`config.mk`:
```
export PLATFORM = sky130hd
export DESIGN_NAME = pfcsr_top
export DESIGN_NICKNAME = d
export VERILOG_FILES = /design/src/pfcsr_filter.v /design/src/pfcsr_fuse_check.v /design/src/pfcsr_top.v
export VERILOG_INCLUDE_DIRS = /design/src
export SDC_FILE = /design/constraint.sdc
export NUM_CORES = 1
export LEC_CHECK = 0
export ABC_AREA = 1
export BUFFER_PORTS_ARGS = -buffer_cell sky130_fd_sc_hd__buf_2
export CAP_MARGIN = 0
export CORE_MARGIN = 5
export CORE_UTILIZATION = 54
export CTS_BUF_LIST = sky130_fd_sc_hd__clkbuf_16
export DETAILED_ROUTE_END_ITERATION = 10
export PLACE_DENSITY = 0.72
export RECOVER_POWER = 50
export SLEW_MARGIN = 20
export SYNTH_ARGS = -nofsm -noshare
export SYNTH_HDL_FRONTEND = slang
export SYNTH_SLANG_ARGS = --single-unit
```
`constraint.sdc`:
```
create_clock -name CLK -period 4.3 [get_ports CLK]
set_clock_uncertainty 0.1 [all_clocks]
set_input_delay 0.43 -clock CLK [delete_from_list [all_inputs] [get_ports CLK]]
set_output_delay 0.43 -clock CLK [all_outputs]
set_load 0.005 [all_outputs]
```
`src/pfcsr_defs.vh`:
```
// register offsets, field positions, reset values and timing constants
`ifndef PFCSR_DEFS_VH
`define PFCSR_DEFS_VH
`define PFCSR_ADDR_PORT      8'h28
`define PFCSR_ADDR_FUSE      8'h29
`define PFCSR_ADDR_RST       8'h2a
`define PFCSR_ADDR_STAT      8'h2d
`define PFCSR_RESET_VAL      8'h00
`define PFCSR_ZERO8          8'h00
`define PFCSR_BIT_BYPASS     7
`define PFCSR_BIT_FAST       6
`define PFCSR_BIT_SLOW       5
`define PFCSR_BIT_ROUTE      0
`define PFCSR_BIT_ECC        7
`define PFCSR_BIT_CRC        3
`define PFCSR_BIT_SRST       1
`define PFCSR_PORT_MASK      8'he1
`define PFCSR_RST_KEY        8'h52
`define PFCSR_CLK_MHZ        25
`define PFCSR_INIT_US        500
`define PFCSR_INIT_CYC       (`PFCSR_INIT_US * `PFCSR_CLK_MHZ)
`define PFCSR_FLT_STD_NS     50
`define PFCSR_FLT_HS_NS      10
`define PFCSR_CLK_NS         40
`define PFCSR_FLT_STD_CYC    ((`PFCSR_FLT_STD_NS + `PFCSR_CLK_NS - 1) / `PFCSR_CLK_NS)
`define PFCSR_FLT_HS_CYC     ((`PFCSR_FLT_HS_NS + `PFCSR_CLK_NS - 1) / `PFCSR_CLK_NS)
`define PFCSR_CHK_CYC        8
`define PFCSR_ST_IDLE        2'h0
`define PFCSR_ST_ECC         2'h1
`define PFCSR_ST_CRC         2'h2
`endif

```
`src/pfcsr_filter.v`:
```
// glitch filter on a synchronised two-wire input
`timescale 1ns/100ps
`include "pfcsr_defs.vh"
module pfcsr_filter #(
    parameter W = 3
) (
    input  wire         clk,
    input  wire         rst_n,
    input  wire         din,
    input  wire         bypass,
    input  wire [W-1:0] width,
    output reg          dout
);
    reg [W-1:0] cnt_q;
    always @(posedge clk) begin
        if (!rst_n) begin
            cnt_q <= {W{1'b0}};
            dout  <= 1'b1;
        end else if (bypass || din == dout) begin
            cnt_q <= {W{1'b0}};
            if (bypass)
                dout <= din;
        end else if (cnt_q + 1'b1 >= width) begin
            cnt_q <= {W{1'b0}};
            dout  <= din;
        end else begin
            cnt_q <= cnt_q + 1'b1;
        end
    end
endmodule

```
`src/pfcsr_fuse_check.v`:
```
// fuse store ecc and crc check sequencer
`timescale 1ns/100ps
`include "pfcsr_defs.vh"
module pfcsr_fuse_check #(
    parameter N = 4
) (
    input  wire       clk,
    input  wire       rst_n,
    input  wire       ecc_go,
    input  wire       crc_go,
    input  wire       ecc_err_in,
    input  wire       crc_err_in,
    output reg        busy,
    output reg        ecc_err,
    output reg        crc_err
);
    reg [1:0] st_q;
    reg [3:0] cnt_q;
    always @(posedge clk) begin
        if (!rst_n) begin
            st_q    <= `PFCSR_ST_IDLE;
            cnt_q   <= 4'h0;
            busy    <= 1'b0;
            ecc_err <= 1'b0;
            crc_err <= 1'b0;
        end else begin
            case (st_q)
            `PFCSR_ST_IDLE: begin
                cnt_q <= 4'h0;
                busy  <= 1'b0;
                if (ecc_go) begin
                    st_q <= `PFCSR_ST_ECC;
                    busy <= 1'b1;
                end else if (crc_go) begin
                    st_q <= `PFCSR_ST_CRC;
                    busy <= 1'b1;
                end
            end
            `PFCSR_ST_ECC, `PFCSR_ST_CRC: begin
                cnt_q <= cnt_q + 4'h1;
                if (cnt_q == N[3:0]) begin
                    if (st_q == `PFCSR_ST_ECC)
                        ecc_err <= ecc_err_in;
                    else
                        crc_err <= crc_err_in;
                    st_q <= `PFCSR_ST_IDLE;
                    busy <= 1'b0;
                end
            end
            default: st_q <= `PFCSR_ST_IDLE;
            endcase
        end
    end
endmodule

```
`src/pfcsr_top.v`:
```
// port configuration, fuse check control and software reset registers
// Overview of operation
// bypass bit set disables glitch filter
// spi variant always bypasses the filter
// fast mode gives 10 ns filter; code uses one 40 ns cycle, so one-cycle glitches pass
// slope bit slows the sda driver
// route bit puts sample ready out
// ecc bit starts fuse ecc check
// crc bit starts fuse crc check; not started when set in the same write as the ecc bit
// clear control bits keep checker idle
// writing key 0x52 resets the device
// reset fires one cycle after the key write
// soft reset clears registers, reloads fuses
// soft reset floats the interrupt pins
// host waits half a millisecond after reset
// reads return zero during initialisation
// reset request is a self clearing pulse
// reserved bits ignore writes, read zero; only port register masked, fuse keeps all written bits
`timescale 1ns/100ps
`include "pfcsr_defs.vh"
module pfcsr_top #(
    parameter SPI_VARIANT = 0,
    parameter INIT_CYC    = `PFCSR_INIT_CYC,
    parameter CHK_CYC     = `PFCSR_CHK_CYC
) (
    input  wire       CLK,
    input  wire       RST_N,
    input  wire [7:0] ADDR,
    input  wire [7:0] WDATA,
    input  wire       WR,
    input  wire       RD,
    output reg  [7:0] RDATA,
    input  wire       SDA_PIN,
    input  wire       SCL_PIN,
    input  wire       SAMPLE_READY,
    input  wire       INT0_LEVEL,
    input  wire       INT1_LEVEL,
    input  wire       FUSE_ECC_FAULT,
    input  wire       FUSE_CRC_FAULT,
    output reg        SDA_FILT,
    output reg        SCL_FILT,
    output reg        SDA_SLOW,
    output reg        FIRST_SERIAL_OUT_PIN,
    output reg        FIRST_SERIAL_OUT_OE_N,
    output reg        INT0_OUT,
    output reg        INT0_OE_N,
    output reg        INT1_OUT,
    output reg        INT1_OE_N,
    output reg        FUSE_RELOAD,
    output reg        SENSOR_STANDBY,
    output reg        INIT_BUSY
);
    reg  [7:0]  port_q;
    reg  [7:0]  fuse_q;
    reg  [31:0] init_q;
    reg         srst_q;
    reg         float_q;
    reg  [1:0]  sda_s_q;
    reg  [1:0]  scl_s_q;
    reg  [1:0]  rdy_s_q;
    reg  [1:0]  i0_s_q;
    reg  [1:0]  i1_s_q;
    reg  [1:0]  ecc_s_q;
    reg  [1:0]  crc_s_q;
    reg         ecc_prev_q;
    reg         crc_prev_q;
    wire        blk_rst_n;
    wire        bypass;
    wire [2:0]  flt_w;
    wire        sda_f;
    wire        scl_f;
    wire        chk_busy;
    wire        ecc_err;
    wire        crc_err;
    wire        key_hit;
    reg  [7:0]  rd_d;
    localparam  flt_hs_cyc  = `PFCSR_FLT_HS_CYC;
    localparam  flt_std_cyc = `PFCSR_FLT_STD_CYC;

    function hit;
        input [7:0] a;
        input [7:0] b;
        begin
            hit = (a == b);
        end
    endfunction

    assign key_hit   = WR && hit(ADDR, `PFCSR_ADDR_RST) && WDATA == `PFCSR_RST_KEY;
    assign blk_rst_n = RST_N && !srst_q;
    assign bypass    = port_q[`PFCSR_BIT_BYPASS] || (SPI_VARIANT != 0);
    assign flt_w     = port_q[`PFCSR_BIT_FAST] ? flt_hs_cyc[2:0] : flt_std_cyc[2:0];

    always @(posedge CLK) begin
        if (!RST_N) begin
            sda_s_q <= 2'h3;
            scl_s_q <= 2'h3;
            rdy_s_q <= 2'h0;
            i0_s_q  <= 2'h0;
            i1_s_q  <= 2'h0;
            ecc_s_q <= 2'h0;
            crc_s_q <= 2'h0;
        end else begin
            sda_s_q <= {sda_s_q[0], SDA_PIN};
            scl_s_q <= {scl_s_q[0], SCL_PIN};
            rdy_s_q <= {rdy_s_q[0], SAMPLE_READY};
            i0_s_q  <= {i0_s_q[0], INT0_LEVEL};
            i1_s_q  <= {i1_s_q[0], INT1_LEVEL};
            ecc_s_q <= {ecc_s_q[0], FUSE_ECC_FAULT};
            crc_s_q <= {crc_s_q[0], FUSE_CRC_FAULT};
        end
    end

    pfcsr_filter #(.W(3)) u_sda (
        .clk    (CLK),
        .rst_n  (RST_N),
        .din    (sda_s_q[1]),
        .bypass (bypass),
        .width  (flt_w),
        .dout   (sda_f)
    );

    pfcsr_filter #(.W(3)) u_scl (
        .clk    (CLK),
        .rst_n  (RST_N),
        .din    (scl_s_q[1]),
        .bypass (bypass),
        .width  (flt_w),
        .dout   (scl_f)
    );

    // soft reset pulse and initialisation window
    always @(posedge CLK) begin
        if (!RST_N) begin
            srst_q  <= 1'b0;
            init_q  <= 32'h0;
            float_q <= 1'b0;
        end else begin
            srst_q <= key_hit && !srst_q;
            if (key_hit) begin
                init_q  <= INIT_CYC;
                float_q <= 1'b1;
            end else if (init_q != 32'h0) begin
                init_q <= init_q - 32'h1;
            end
        end
    end

    // register writes; reserved port bits masked, fuse register written whole
    always @(posedge CLK) begin
        if (!blk_rst_n) begin
            port_q     <= `PFCSR_RESET_VAL;
            fuse_q     <= `PFCSR_RESET_VAL;
            ecc_prev_q <= 1'b0;
            crc_prev_q <= 1'b0;
        end else begin
            ecc_prev_q <= fuse_q[`PFCSR_BIT_ECC];
            crc_prev_q <= fuse_q[`PFCSR_BIT_CRC];
            if (WR && init_q == 32'h0) begin
                if (hit(ADDR, `PFCSR_ADDR_PORT))
                    port_q <= WDATA & `PFCSR_PORT_MASK;
                if (hit(ADDR, `PFCSR_ADDR_FUSE))
                    fuse_q <= WDATA;
            end
        end
    end

    pfcsr_fuse_check #(.N(CHK_CYC)) u_chk (
        .clk        (CLK),
        .rst_n      (blk_rst_n),
        .ecc_go     (fuse_q[`PFCSR_BIT_ECC] && !ecc_prev_q),
        .crc_go     (fuse_q[`PFCSR_BIT_CRC] && !crc_prev_q),
        .ecc_err_in (ecc_s_q[1]),
        .crc_err_in (crc_s_q[1]),
        .busy       (chk_busy),
        .ecc_err    (ecc_err),
        .crc_err    (crc_err)
    );

    always @* begin
        rd_d = `PFCSR_ZERO8;
        if (init_q == 32'h0) begin
            if (hit(ADDR, `PFCSR_ADDR_PORT))
                rd_d = port_q;
            else if (hit(ADDR, `PFCSR_ADDR_FUSE))
                rd_d = fuse_q;
            else if (hit(ADDR, `PFCSR_ADDR_STAT))
                rd_d = {5'h00, chk_busy, crc_err, ecc_err};
        end
    end

    always @(posedge CLK) begin
        if (!RST_N) begin
            RDATA                 <= `PFCSR_ZERO8;
            SDA_FILT              <= 1'b1;
            SCL_FILT              <= 1'b1;
            SDA_SLOW              <= 1'b0;
            FIRST_SERIAL_OUT_PIN  <= 1'b0;
            FIRST_SERIAL_OUT_OE_N <= 1'b1;
            INT0_OUT              <= 1'b0;
            INT0_OE_N             <= 1'b1;
            INT1_OUT              <= 1'b0;
            INT1_OE_N             <= 1'b1;
            FUSE_RELOAD           <= 1'b0;
            SENSOR_STANDBY        <= 1'b1;
            INIT_BUSY             <= 1'b0;
        end else begin
            RDATA                 <= RD ? rd_d : `PFCSR_ZERO8;
            SDA_FILT              <= sda_f;
            SCL_FILT              <= scl_f;
            SDA_SLOW              <= port_q[`PFCSR_BIT_SLOW];
            FIRST_SERIAL_OUT_PIN  <= rdy_s_q[1] && port_q[`PFCSR_BIT_ROUTE];
            FIRST_SERIAL_OUT_OE_N <= !port_q[`PFCSR_BIT_ROUTE];
            INT0_OUT              <= i0_s_q[1];
            INT0_OE_N             <= float_q || srst_q;
            INT1_OUT              <= i1_s_q[1];
            INT1_OE_N             <= float_q || srst_q;
            FUSE_RELOAD           <= srst_q;
            SENSOR_STANDBY        <= srst_q || SENSOR_STANDBY;
            INIT_BUSY             <= (init_q > 32'h1) || key_hit;
        end
    end
endmodule

```
* Yosys cells after proc, flatten, opt, wreduce, memory -nomap -nowiden
Cells that the tools add are included.
Storage, ports and cells: register bits 98, input bits 27, output and inout port bits 20, logic and storage cells 120
Cells by class: $add $sub $neg 4, magnitude comparators 3, eq/ne operators 14, mux-type cells 21, bitwise logic cells 3, reductions and logical operators 38
Operators with widths (count):
- $eq A8 B6 Y1 const B | 4
- $gt A32 B1 Y1 const B | 1
- $logic_not A32 Y1 | 1
- $reduce_bool A32 Y1 | 1
- $sub A32 B1 Y32 const B | 1
- $mux W14 | 2
- $mux W8 | 2
- $reduce_and A2 Y1 | 6
- $mux W1 | 9
- $reduce_and A3 Y1 | 3
- $eq A8 B7 Y1 const B | 1
- $logic_and A1 B1 Y1 | 8
- $mux W2 | 4
- $pmux W4 S2 | 1
- $reduce_bool A2 Y1 | 4
- $add A3 B1 Y3 const B | 2
- $ge A3 B2 Y1 | 2
- $reduce_or A2 Y1 | 3
- $reduce_or A3 Y1 | 2
- $logic_or A1 B1 Y1 | 5
- $add A4 B1 Y4 const B | 1
- $eq A4 B4 Y1 const B | 1
- $logic_not A1 Y1 | 4
- $ne A2 B2 Y1 const B | 2
- other kinds (10) | 13

* Logic depth before layout (Yosys ltp)
depth in word-level cells 5, mapped depth 11, depth with buffers taken out 11

* Modules after synthesis
Synthesis repeated with hierarchy kept, for this count alone.
Second synthesis, totals: cell total of the unflattened synthesis 693, area total of the unflattened synthesis 4799.6 um2
Modules (own cells, without submodules):
- pfcsr_top | times used 1, cells each 561, area each 3771.1 um2
- pfcsr_filter | times used 2, cells each 34, area each 275.3 um2
- pfcsr_fuse_check | times used 1, cells each 64, area each 478.0 um2

* Worst setup path after synthesis
OpenSTA, ideal clock, no wires.
path kind flip-flop to flip-flop, from register init_q[0], to register init_q[13], arrival 1475 ps, required time 4069 ps, path slack 2594 ps, cell stages (with the launch flop) 11, period minus slack after synthesis 1706 ps, cell sequence dfxtp_1 > inv_1 > ha_1 > nand2_4 > nor2_8 > nand2_2 > nor2_8 > inv_2 > buf_2 > nand3_1 > a21oi_1
Between the ends: word-level cells in the longest chain between the ends 3, elaborated cells between the ends (all ways) 5, those cells by class add/sub (1); mux (2); reduce/logical (2)
RTL lines:
- start, declared | line pfcsr_top.v:55 | reg [31:0] init_q;
- start signal, assigned | line pfcsr_top.v:143 | init_q <= init_q - 32'h1;
- $sub A32 B1 Y32 | line pfcsr_top.v:143
- $mux W14 | line pfcsr_top.v:142 | end else if (init_q != 32'h0) begin
- $mux W14 | line pfcsr_top.v:139 | if (key_hit) begin
Several ways; a longest one is shown, not always the timed one. The select of a mux whose other input is x is not followed. A chain may end at the register's enable or synchronous reset.

* Final worst setup path
from input RST_N, to register u_chk.cnt_q[3]
Between the ends: word-level cells in the longest chain between the ends 1
RTL lines:
- start, declared | line pfcsr_top.v:27 | input wire RST_N,
- $logic_and A1 B1 Y1 | line pfcsr_top.v:89 | assign blk_rst_n = RST_N && !srst_q;
- end signal, assigned | line pfcsr_fuse_check.v:40 | cnt_q <= cnt_q + 4'h1;
- end, declared | line pfcsr_fuse_check.v:18 | reg [3:0] cnt_q;
Every way passes these cells.

==> results.md <==
* CTS tree: yes
* Fin crit period at a little under 3 ns
* CTS clk-pin slew, worst paths at 0.07 ns
* Hold Violations, Final at 0
* HPWL Detailed at between 7000 and 8000 um
* Sw Share at 44.7%
* Layout Nets at 721
* Slew Viols, Final at 0
* Setup ws final at 1.41 ns
* Grt total ovfl at 0
* Slew HR at about a quarter
* Cell Rows at 33
* Sequential share of the synthesized area at 43.9%
* GRT Total Usage at 19.9%
* Root buf cell: clkbuf_16
* Non-Filler Instances at 790
* Crit. End Element: flip-flop
* Starting Density at 54.9%
* Hold Crit Class: input pin to flip-flop
* Placed Area at between 4000 and 5000 sq um
* Fmax at 346 MHz
* First-pass GRT wire length at between 15,000 and 20,000 um
* Final WL at 9460 um
* Status: completed
* Worst path required time at 4.45 ns
* Cell area power density at around 730 nW/um^2
* Longest Clk Path Bufs at 2
* I/O Pins at 47
* Placed insts at a little under 800
* Area of the multi-input gates at 2120 sq um
* Int Power at between 2 and 2.5 mW
* Lkg Pwr at 2.47 nW
* Hold Buf Count CTS at 0
* Core Region at ~8100 sq um
* Number of synthesized register bits at 98
* Final setup viols at 0
* Crit path DAT at 3.04 ns
* Design area at 5030 sq um
* Yosys Warn Count at 0
* Critical Path Fanout Max at 18
* Dpl ws at 1.85 ns
* Initial antenna violation count at 0
* Post-CTS Setup Bufs at 0
* Pre-antenna DRT Iters at 4
* Sw power at about 1.6 mW
* Initial drt markers at 177
* Vias in the first global route at 3,715
* Crit share post-route at 67.3%
* CP Launch Type: input pin
* DIE AREA at 10,200 sq um
* RSZ-0062 raised after global routing: false
* Clock Latency Late Sink at between 0.3 and 0.4 ns
* Total negative setup slack at 0 ns
* Fillcell total at 753
* Proportion of layout cells with a drive suffix above 1 at about a tenth
* FF-to-FF setup slack at approximately 2.2 ns
* Comb pwr share at 46.6%
* WL per Instance at between 10 and 15 um
* Final GP Congestion at 0.942
* Clk pwr share at 20.9%
* Detail Route Antenna Nets at 0
* Die height at 101 um
* Final hold slack at 0.162 ns
* Synthesized instance count at 633
* Crit Path Class: input pin to flip-flop
* # Max-Cap Violations at 0
* # diodes at 0
* Commonest non-fill, non-tap cells in the layout: nand2_1 (158), nor2_1 (136), dfxtp_1 (98)
* Post-CTS sizing at 0
* Vias at 3,933
* Drt drc at 0
* CTS sink count at 98
* Port bufs at 46
* Inserted Clock Buffers at 9
* Commonest non-fill, non-tap cell in the layout: nand2_1
* Worst-Margin Slew at 1.10 ns
* DIE WIDTH at slightly above 100 um
* Routed vias/inst at 4.98
* Yosys cell types at 34
* Pin count of the biggest net entering global routing at 27
* Share of power burned in registers at 32.5%
* VDD IR max at 423 uV
* Mapped cell area at 4460 sq um
* Avg Cell Area, Syn at roughly 7.1 sq um
* CTS H-Tree Depth at 3
* Area grow syn2layout at 12.6%
* FF/Latch Area at a little under 2000 sq um
==> final timing paths <==
path / depth (start not counted) / endpoint / startpoint
max: 5 / u_chk.cnt_q[3] / RST_N
min: 3 / rdy_s_q[0] / SAMPLE_READY
max reg2reg: 11 / init_q[17] / init_q[0]
min reg2reg: 1 / sda_s_q[1] / sda_s_q[0]
==> layout make-up <==
type	instances	share of cell area (%)
inverter	85	6.35
clock buffer	9	4.48
timing repair buffer	46	4.18
multi-input combinational	440	42.2
clock inverter	7	1.15
tap	105	2.61
sequential	98	39.0
==> worst max-delay path, stage by stage <==
cell	delay, ns
clkbuf_1	0.53
inv_1	0.42
nor2_1	0.94
o21ai_0	0.42
nor3b_1	0.30
==> through the flow <==
step	power, mW	utilization (%)
finish	3.68	61.8
global route	4.02	61.8
CTS	3.69	62.1
detailed placement	2.92	58.6
global placement	2.88	58.6
floorplan	2.57	-
==> routing by layer <==
metal  GRT usage (%)  part of all wire, %
met5               0                    0
met3            4.01                  4.9
met2            33.7                   49
met4            8.28                  2.4
met1            24.7                   43
==> cell families after synthesis <==
logic type	synth area share, %
compound gates	5.41
buf+inv	8.58
simple gates	34.5
flops	43.9
xor+xnor	3.53
other cells	0.0840
fa+ha+maj	3.92
==> power by group through the flow <==
stage | Clock, mW | Sequential [mW] | Combinational (mW)
finish | 0.768 | 1.19 | 1.72
global route | 0.826 | 1.22 | 1.98
CTS | 0.785 | 1.19 | 1.72
detailed placement | 0 | 1.21 | 1.70
global placement | 0 | 1.21 | 1.68
floorplan | 0 | 1.17 | 1.39
==> state kept, by name (all words and copies together) (netlist names), 3 cells and up <==
signal,count
port_q,4
fuse_q,8
RDATA,8
u_scl.cnt_q,3
u_chk.cnt_q,4
u_sda.cnt_q,3
init_q,32
==> cells in the mapped netlist, drive strengths merged <==
cell / instances / share of area (%)
nor2: 141 / 13
a211oi: 3 / 0.50
o211ai: 1 / 0.17
o21ai: 15 / 1.7
nand2: 161 / 14
inv: 85 / 7.1
nand3: 32 / 4.0
nand4: 3 / 0.42
xor2: 9 / 1.8
and2: 1 / 0.14
nor3b: 1 / 0.17
or2: 7 / 0.98
nor3: 9 / 1.3
nand3b: 1 / 0.17
ha: 14 / 3.9
clkbuf: 2 / 0.17
xnor2: 9 / 1.8
a31oi: 1 / 0.14
dfxtp: 98 / 44
nor4: 4 / 0.56
a21oi: 26 / 2.9
conb: 1 / 0.084
buf: 9 / 1.3
Power figures use the tool's default switching activity.
